<file path="src/core/resp_pkg.sv">
// Purpose: constants for the test-link response message generator
// Assumes: byte-wide request and answer streams, one clock, no bus
// Notes: message identifiers are decimal values on the link
//
// Summary of operation
// every table request gets its matching response table message
// status table response, id 091, sent only for status table request
// status octet: upper nibble zero, bits 3..0 sacch, tch, bcch, sdcch
// power level response octet 2 coded as power command octet 2
// short message request with stored message answers id 101
// message field: null, 12 addr, 12 centre, pid, dcs, 7 stamp, len, data
// short addresses padded with null bytes to twelve
// short message request without stored message answers id 102
// malfunction error 240 only in reply to a received message
// malfunction octet 2 carries the maker-defined error code
// intact but uninterpretable message answered with error 241
// error 241 from the simulator resends the last transmitted message
// understood but unsupported function answered with error 242
// request for a state already held answered with error 242
// reset command 255 performs a full power-on-equivalent reset; an sm_received in the same cycle leaves sm_have_q set
// identifier in octet 1, payload octets follow in order
package resp_pkg;
  localparam logic [7:0] ID_VOL_UP = 8'h33;
  localparam logic [7:0] ID_VOL_DOWN = 8'h34;
  localparam logic [7:0] ID_REQ_STATUS = 8'h35;
  localparam logic [7:0] ID_REQ_IND = 8'h36;
  localparam logic [7:0] ID_REQ_POWER = 8'h37;
  localparam logic [7:0] ID_REQ_BELL = 8'h38;
  localparam logic [7:0] ID_REQ_SM = 8'h39;
  localparam logic [7:0] ID_KEYS = 8'h3A;
  localparam logic [7:0] ID_BELL_ON = 8'h3C;
  localparam logic [7:0] ID_BELL_OFF = 8'h3D;
  localparam logic [7:0] ID_HOOK_ON = 8'h40;
  localparam logic [7:0] ID_HOOK_OFF = 8'h41;
  localparam logic [7:0] ID_BEARER = 8'h46;
  localparam logic [7:0] ID_SET_POWER = 8'h50;
  localparam logic [7:0] ID_RSP_STATUS = 8'h5B;
  localparam logic [7:0] ID_RSP_IND = 8'h5C;
  localparam logic [7:0] ID_RSP_POWER = 8'h5D;
  localparam logic [7:0] ID_SM_REPORT = 8'h65;
  localparam logic [7:0] ID_NO_SM = 8'h66;
  localparam logic [7:0] ID_ERR_MALF = 8'hF0;
  localparam logic [7:0] ID_ERR_NREC = 8'hF1;
  localparam logic [7:0] ID_ERR_NPERF = 8'hF2;
  localparam logic [7:0] ID_RESET = 8'hFF;
  localparam logic [7:0] NULL_BYTE = 8'h00;
  localparam logic [3:0] SPARE_NIBBLE = 4'h0;
  localparam int ADDR_LEN = 12;
  localparam int STAMP_LEN = 7;
  localparam int DATA_MAX = 140;
  // field offsets inside the stored short message (octet 2 onward)
  localparam int OFS_ORIG = 1;
  localparam int OFS_CENTRE = OFS_ORIG + ADDR_LEN;
  localparam int OFS_PID = OFS_CENTRE + ADDR_LEN;
  localparam int OFS_DCS = OFS_PID + 1;
  localparam int OFS_STAMP = OFS_DCS + 1;
  localparam int OFS_UDL = OFS_STAMP + STAMP_LEN;
  localparam int OFS_DATA = OFS_UDL + 1;
  localparam int SM_LEN = OFS_DATA + DATA_MAX;
  localparam int SM_AW = 8;
  localparam logic [SM_AW-1:0] SM_LAST = SM_AW'(SM_LEN - 1);
  // longest message held for resend: identifier plus one octet
  localparam int HOLD_LEN = 2;
  typedef enum logic [2:0] {
    ST_IDLE = 3'b000,
    ST_ID = 3'b001,
    ST_OCT2 = 3'b011,
    ST_SM = 3'b010,
    ST_RESET = 3'b110
  } tx_state_t;
endpackage : resp_pkg

</file>
<file path="src/core/sm_store.sv">
// Purpose: short message store with address padding and ordered readout
// Assumes: writer loads fields by offset; reader walks octets in order
// Notes: unused address bytes read as null regardless of stored contents
`timescale 1ns/1ps
`default_nettype none
module sm_store
(
  input wire logic clk,
  input wire logic resetn,
  input wire logic clear,
  input wire logic wr_en,
  input wire logic [resp_pkg::SM_AW-1:0] wr_idx,
  input wire logic [7:0] wr_data,
  input wire logic [3:0] orig_len,
  input wire logic [3:0] centre_len,
  input wire logic [resp_pkg::SM_AW-1:0] rd_idx,
  output logic [7:0] rd_data,
  output logic [resp_pkg::SM_AW-1:0] msg_len
);
  import resp_pkg::*;
  logic [7:0] mem [0:SM_LEN-1];
  logic [3:0] orig_len_q;
  logic [3:0] centre_len_q;
  logic [7:0] udl_q;
  logic [7:0] raw;

  // array has no reset; null padding and lengths make stale bytes harmless
  always_ff @(posedge clk)
  begin
    if (wr_en)
      mem[wr_idx] <= wr_data;
  end

  // address lengths captured with each write so padding follows the load
  always_ff @(posedge clk or negedge resetn)
  begin
    if (!resetn)
    begin
      orig_len_q <= 4'h0;
      centre_len_q <= 4'h0;
      udl_q <= 8'h00;
    end
    else if (clear)
    begin
      orig_len_q <= 4'h0;
      centre_len_q <= 4'h0;
      udl_q <= 8'h00;
    end
    else if (wr_en)
    begin
      orig_len_q <= orig_len;
      centre_len_q <= centre_len;
      if (wr_idx == SM_AW'(OFS_UDL))
        udl_q <= (wr_data > 8'(DATA_MAX)) ? 8'(DATA_MAX) : wr_data;
    end
  end

  assign raw = mem[rd_idx];

  // pad short address slots with null
  always_comb
  begin
    rd_data = raw;
    if (rd_idx < SM_AW'(OFS_ORIG))
      rd_data = NULL_BYTE;
    else if (rd_idx < SM_AW'(OFS_CENTRE))
    begin
      if (rd_idx - SM_AW'(OFS_ORIG) >= SM_AW'(orig_len_q))
        rd_data = NULL_BYTE;
    end
    else if (rd_idx < SM_AW'(OFS_PID))
    begin
      if (rd_idx - SM_AW'(OFS_CENTRE) >= SM_AW'(centre_len_q))
        rd_data = NULL_BYTE;
    end
  end

  // fixed header plus user data length octets
  assign msg_len = SM_AW'(OFS_DATA) + udl_q;
endmodule : sm_store
`default_nettype wire

</file>
<file path="config.mk">
export PLATFORM = sky130hd
export DESIGN_NAME = sm_store
export DESIGN_NICKNAME = d
export VERILOG_FILES = /design/src/core/resp_pkg.sv /design/src/core/sm_store.sv
export SDC_FILE = /design/constraint.sdc
export NUM_CORES = 1
export LEC_CHECK = 0
export BUFFER_PORTS_ARGS = -buffer_cell sky130_fd_sc_hd__buf_2
export CAP_MARGIN = 20
export CORE_MARGIN = 5
export CORE_UTILIZATION = 45
export DETAILED_ROUTE_END_ITERATION = 8
export PLACE_DENSITY = 0.69
export SYNTH_ARGS = -nofsm -noshare
export SYNTH_HDL_FRONTEND = slang
export SYNTH_SLANG_ARGS = --single-unit
</file>
<file path="constraint.sdc">
create_clock -name clk -period 8.75 [get_ports clk]
set_input_delay 0.875 -clock clk [delete_from_list [all_inputs] [get_ports clk]]
set_output_delay 0.875 -clock clk [all_outputs]
set_load 0.05 [all_outputs]
</file>
==> reports/results.txt, run 1 <==
Status: finished, final reports clean
Die H: 362 um
GRT Overall Usage: 19.6%
GP Congestion: 0.868
Fraction of layout cells with a size suffix above 1: 25.3%
Crit-path most repeated cell: mux4_2
Leak Pwr: 19.1 nW
Top cells by area, synth: edfxtp_1, mux4_2, nor2_1
Hold_buf cts: 0
Area share of the largest cell type after synthesis: 75.5%
Gr ovfl total: 0
Worst Clk Skew: 0 ns
Largest net degree at the start of global routing: 123
WP buf/inv: 3
Post-synth ARST share: 1.13%
Final Max Slew Viols: 0
Critical Path Max Stage Delay: 0.75 ns
Std-Cell Rows: 129
Register Area: 42,400 um2
DR vias: 26,511
Design Power: 0.0142 W
Critical path data arrival time: 4.75 ns
DIE AREA: 131,000 um2
Vias in the first global route: 26,996
Post-synth top flop: edfxtp_1
Critical path cell sequence: buf_8 -> buf_4 -> mux4_2 -> mux4_2 -> o21ai_0 -> and3_1 -> o41ai_2 -> buf_2
Synth area leader: edfxtp_1
Sequential share of the synthesized area: 76.2%
Final WS setup: 3.12 ns
Initial core utilization: 45.1%
Wirelength per Cell: 29.3 um
TritonCTS buffer count: 137
CTS tree: done
First-pass GRT wire length: 188 mm
Multi-input logic area: 12,300 um2
Synth top cells by count: edfxtp_1, mux4_2, nor2_1, nand2_1, mux2i_1
Fin nets: 2,679
CTS clk-pin slew, worst paths: 0.06 ns
Maximum VDD drop: 194 uV
Worst skew pair latency: 0.72 ns
Crit Path Max Fanout: 85
Clock Tree Root: clkbuf_16
Core Box Area: 123,000 um2
Synth Register Bits: 1,416
Crit end category: output pin
Final min period: 5.63 ns
Post-synthesis cell area: 55,700 um2
Cell with the most instances after synthesis: edfxtp_1
Avg Cell Area, Syn: 21.8 um2
CTS Buffer Depth: 3
Vias per cell: 6.06
Final hold violations: 0
Syn Inst Count: 2,549
Dpl hpwl: 78.4 mm
Synth warn: 0
Dpl cells: 4,131
Number of distinct library cells after synthesis: 54
Final setup violating endpoints: 0
Post-synth EDFFs: 1,400
Port Buf Inserts: 51
# DRC: 0
Die outline width: 362 um
CTS H-tree lvls: 4
Final worst path period share: 64.3%
Clock sink count: 1,416
Max Freq: 0.178 GHz
Detailed Route WL: 128 mm
# IOs: 52
WP depth: 8
Synthesis-to-finish area growth: 11.5%
Startpoint types: primary input
Tightest Hold Check Type: primary input to async pin
Relative slew slack: 29.4%
PD cells: 229 nW/um2
Finished Layout Cells: 4,375
# Post-CTS Setup Buffers: 0
Worst path required time: 7.88 ns
Setup Crit Path Kind: primary input to output pin
Setup TNS: 0 ns
Worst reg2reg path depth: 2
Post-CTS Resized: 0
DRT iter0 DRCs: 3,401
Slowest-stage cell, CP: buf_4
Post-placement cell area: 57,500 um2
Initial antenna violation count: 4
Worst-margin pin slew: 1.06 ns
MaxCap Viol Count: 0
Crit-path leading delay family: buffers and inverters
Post-DRT Antenna Nets: 0
Pre-CTS setup slack: 3.27 ns
Synthesized net count: 2,595
RSZ-0062 raised after global routing: no
Design area: 62,100 um2
# fillers: 9,491
Pre-Repair DR Iteration Count: 6
[state kept, by name, summed over array words and instances, names as in the netlist]
signal,flops
centre_len_q,4
mem,1400
orig_len_q,4
udl_q,8
[worst paths after layout]
kind | start | end | slack (ns)
max reg2reg | udl_q[5] | udl_q[5] | 7.94
min reg2reg | centre_len_q[3] | centre_len_q[3] | 0.53
max | rd_idx[1] | rd_data[2] | 3.12
max in group asynchronous | resetn | centre_len_q[0] | 8.42
min in group clk | centre_len[2] | centre_len_q[2] | 0.42
min | resetn | udl_q[5] | 0.06
[logic make-up (layout without fill, tap and decap cells)]
| kind of cell | after synthesis | after routing | synth area share [%] |
|---|---|---|---|
| flops | 1416 | 1416 | 76.2 |
| xor+xnor | 9 | 9 | 0.142 |
| mux | 459 | 459 | 17.3 |
| other cells | 0 | 1 | 0 |
| fa+ha+maj | 10 | 10 | 0.225 |
| simple gates | 385 | 385 | 2.97 |
| buf+inv | 161 | 349 | 1.68 |
| compound gates | 109 | 109 | 1.40 |
[per-layer routing]
metal / up-vias / global-route usage, % / part of all wire [%]
met3: 238 / 4.49 / 9.3
met2: 1401 / 30.7 / 48
met4: 6 / 6.43 / 3.1
met5: - / 0 / 0.027
li1: 10815 / - / -
met1: 14051 / 27.6 / 40
[cell usage in the layout (no fill, tap or decap), drive strengths merged, types with 34 or more instances in the layout]
cell    instances
buf            87
clkbuf        168
clkinv         41
edfxtp       1400
mux2i          55
mux4          403
nand2          68
nand3          38
nor2          217
o21ai          34
[where the power goes]
part	internal, W	switching, W	total (W)
clock	0.00358	0.00246	0.00604
sequential	0.00747	0.00000484	0.00747
combinational	0.000254	0.000456	0.000710
total	0.0113	0.00292	0.0142
[layout make-up]
class	count	share of cell area [%]
multi-input combinational	972	19.8
clock inverter	75	1.56
tap	1637	3.30
antenna	1	0.00403
sequential	1416	68.4
inverter	19	0.115
clock buffer	168	5.85
timing repair buffer	87	1.03
[per-stage QoR]
| stage | hold WS, ns | utilization [%] |
|---|---|---|
| detailed placement | 0.528 | 46.6 |
| floorplan | 0.486 | - |
| global placement | 0.517 | 46.6 |
| global route | 0.0588 | 50.4 |
| CTS | 0.0175 | 50.4 |
| finish | 0.0582 | 50.4 |
(Power assumes the default switching activity.)
==> inputs of run 2 (changes only) <==
--- a/config.mk
+++ b/config.mk
@@ -10,7 +10,7 @@
 export CORE_MARGIN = 5
 export CORE_UTILIZATION = 45
 export DETAILED_ROUTE_END_ITERATION = 8
-export PLACE_DENSITY = 0.69
+export PLACE_DENSITY = 0.71
 export SYNTH_ARGS = -nofsm -noshare
 export SYNTH_HDL_FRONTEND = slang
 export SYNTH_SLANG_ARGS = --single-unit
==> constraint.sdc (replaced) <==
create_clock -name clk -period 5.1 [get_ports clk]
set_input_delay 0.51 -clock clk [delete_from_list [all_inputs] [get_ports clk]]
set_output_delay 0.51 -clock clk [all_outputs]
set_load 0.05 [all_outputs]
==> run 2 against run 1 <==
- clock-buffer cell count unchanged
- first-iteration DRC count increased by 2.9%
- combinational power increased by 80%
- clock power increased by 60%
- worst hold slack got worse by 0.013 ns
- final cell count increased by 1.4%
- via count increased by 1.1%
- clock skew unchanged
- sequential share of layout area decreased by 0.35 points
- non-clock buffer count increased by 55
- design area increased by 0.52%
- global-route usage increased by 0.64 points
- largest cell class unchanged
==> reports/results.txt, run 2 (synthesis gave the netlist of run 1 again) <==
Status: finished, final reports clean
Detailed Route WL: 131 mm (+2.5%)
Worst skew pair latency: 0.74 ns (+0.02 ns)
Final worst path period share: 84.1%
Wirelength per Cell: 29.6 um (+1.1%)
Relative slew slack: 20.5% (-8.9 points)
Port Buf Inserts: 51 (unchanged)
Core Box Area: 123,000 um2 (unchanged)
Largest register by flop count: mem
WP buf/inv: 3 (unchanged)
Final setup violating endpoints: 0 (unchanged)
Largest net degree at the start of global routing: 152 (+24%)
Crit-path most repeated cell: mux4_2
Post-DRT Antenna Nets: 0 (unchanged)
Die H: 362 um (unchanged)
Die outline width: 362 um (unchanged)
Vias in the first global route: 27,387 (+1.4%)
Max FFs per register: 1,400 (unchanged)
Setup TNS: 0 ns (unchanged)
Crit-path leading delay family: buffers and inverters
Commonest non-fill, non-tap cells in the layout: edfxtp_1, mux4_2, nor2_1, clkbuf_16, buf_4
# fillers: 9,423 (-0.72%)
Leak Pwr: 19.3 nW (+1.1%)
Pre-Repair DR Iteration Count: 6 (unchanged)
Finished Layout Cells: 4,437 (+1.4%)
Post-CTS Resized: 0 (unchanged)
Sw frac: 21.2% (+0.66 points)
Worst-margin pin slew: 1.19 ns (+0.133 ns)
Gr ovfl total: 0 (unchanged)
Flop pwr share: 53.9% (+1.4 points)
Tightest Hold Check Type: primary input to register
DIE AREA: 131,000 um2 (unchanged)
GP Congestion: 0.864 (-0.50%)
Max Freq: 0.233 GHz
TritonCTS buffer count: 138 (+0.73%)
Critical Path Max Stage Delay: 0.69 ns (-0.06 ns)
Synthesis-to-finish area growth: 12.1%
Clock sink count: 1,416 (unchanged)
First-pass GRT wire length: 193 mm (+2.5%)
Std-Cell Rows: 129 (unchanged)
RSZ-0062 raised after global routing: no
Crit Path Max Fanout: 39 (-54%)
Dpl hpwl: 80.1 mm (+2.2%)
Setup Crit Path Kind: primary input to output pin
DR vias: 26,810 (+1.1%)
Maximum VDD drop: 351 uV (+81%)
Crit end category: output pin
Power share of the clock group: 40.7% (-1.8 points)
Fin nets: 2,735 (+2.1%)
Startpoint types: primary input
PD cells: 381 nW/um2 (+66%)
Post-placement cell area: 58,100 um2 (+1.0%)
Worst path required time: 4.59 ns (-3.29 ns)
Clock Tree Root: clkbuf_16
GRT Overall Usage: 20.2% (+0.64 points)
Commonest non-fill, non-tap cell in the layout: edfxtp_1
DRT iter0 DRCs: 3,498 (+2.9%)
Psw: 0.00504 W (+72%)
Regs by FF count: mem: 1400 flops, udl_q: 8 flops
Critical path data arrival time: 3.78 ns (-0.97 ns)
MaxCap Viol Count: 0 (unchanged)
Critical path cell sequence: buf_8 -> buf_4 -> mux4_2 -> mux4_2 -> o21ai_0 -> and3_1 -> o41ai_2 -> buf_12
Design area: 62,400 um2 (+0.52%)
CTS Buffer Depth: 3 (unchanged)
Comb power frac: 5.4% (+0.4 points)
Final hold violations: 0 (unchanged)
Final Max Slew Viols: 0 (unchanged)
# DRC: 0 (unchanged)
Initial antenna violation count: 7 (+3)
Vias per cell: 6.04 (-0.29%)
Register-to-register setup slack: 4.34 ns (-3.60 ns)
P_int: 0.0187 W (+66%)
CTS tree: done
Worst Clk Skew: 0 ns (unchanged)
Initial core utilization: 45.1% (unchanged)
Design Power: 0.0238 W (+67%)
CTS H-tree lvls: 4 (unchanged)
# IOs: 52 (unchanged)
Final min period: 4.29 ns
Slowest-stage cell, CP: buf_4
Dpl cells: 4,177 (+1.1%)
Fraction of layout cells with a size suffix above 1: 26.2% (+0.88 points)
CTS clk-pin slew, worst paths: 0.06 ns (about the same)
[run 2: changes by cell type in the layout (fill, tap and decap cells not counted), moves of 3 or more]
cell           previous run  this run
buf_4                    34        70
buf_12                    3        20
bufinv_16                21         7
clkinv_1                 19        30
clkinv_2                 16        25
buf_2                    39        31
dlygate4sd3_1             0         7
diode_2                   1         6
clkinvlp_4                7         3
buf_6                     9        12
[run 2: layout make-up]
| class | count | area (um2) | share of cell area [%] |
|---|---|---|---|
| diodes | 6 | 15.0 | 0.0241 |
| clock buffers | 168 | 3630 | 5.82 |
| clock inverters | 77 | 601 | 0.962 |
| inverters | 19 | 71.3 | 0.114 |
| multi-input cells | 972 | 12300 | 19.7 |
| flip-flops and latches | 1416 | 42400 | 68.0 |
| well taps | 1637 | 2050 | 3.28 |
| repair buffers | 142 | 1320 | 2.11 |
[run 2: what timing repair did]
item | 4_1_cts | 5_1_grt
hold endpoints to repair | 22 | 0
buffers inserted | 0 | 0
hold buffers | 7 | 0
[run 2: through the flow]
| step | utilization [%] | hold slack (ns) | setup WS [ns] |
|---|---|---|---|
| 6_report | 50.6 | 0.0451 | 0.813 |
| 4_1_cts | 50.6 | 0.00963 | 0.755 |
| 3_3_place_gp | 47.1 | 0.424 | 0.791 |
| 2_1_floorplan | - | 0.214 | 0.601 |
| 5_1_grt | 50.6 | 0.0360 | 0.610 |
| 3_5_place_dp | 47.1 | 0.436 | 0.768 |
[run 2: worst register-to-register path, stage by stage (launching register included)]
cell and delay, ns:
dfrtp_1 0.39, a22oi_1 0.18, nor2_1 0.06
[run 2: path summary, 6_finish.rpt]
check / start / endpoint / depth (start not counted)
max in group asynchronous: resetn / centre_len_q[1] / 2
max reg2reg: udl_q[0] / udl_q[0] / 2
max: rd_idx[0] / rd_data[0] / 8
min in group asynchronous: resetn / udl_q[5] / 2
min reg2reg: centre_len_q[3] / centre_len_q[3] / 2
min: centre_len[2] / centre_len_q[2] / 3
[run 2: layer usage]
metal | part of all wire (%) | global-route usage [%] | vias to the layer above | wire length (um)
met3 | 9.9 | 5.43 | 291 | 13000
met5 | 0.0068 | 0 | - | 9
met2 | 48 | 31.6 | 1461 | 62800
li1 | - | - | 10946 | -
met4 | 4.2 | 7.89 | 2 | 5460
met1 | 38 | 27.4 | 14110 | 50200
[run 2: power groups by stage]
stage	Combinational, W	Sequential [W]	Clock (W)
after global routing	0.00135	0.0128	0.0104
after global placement	0.00125	0.0131	0
after floorplan	0.000723	0.0131	0
after CTS	0.00128	0.0128	0.00981
final	0.00128	0.0128	0.00967
after detailed placement	0.00128	0.0131	0
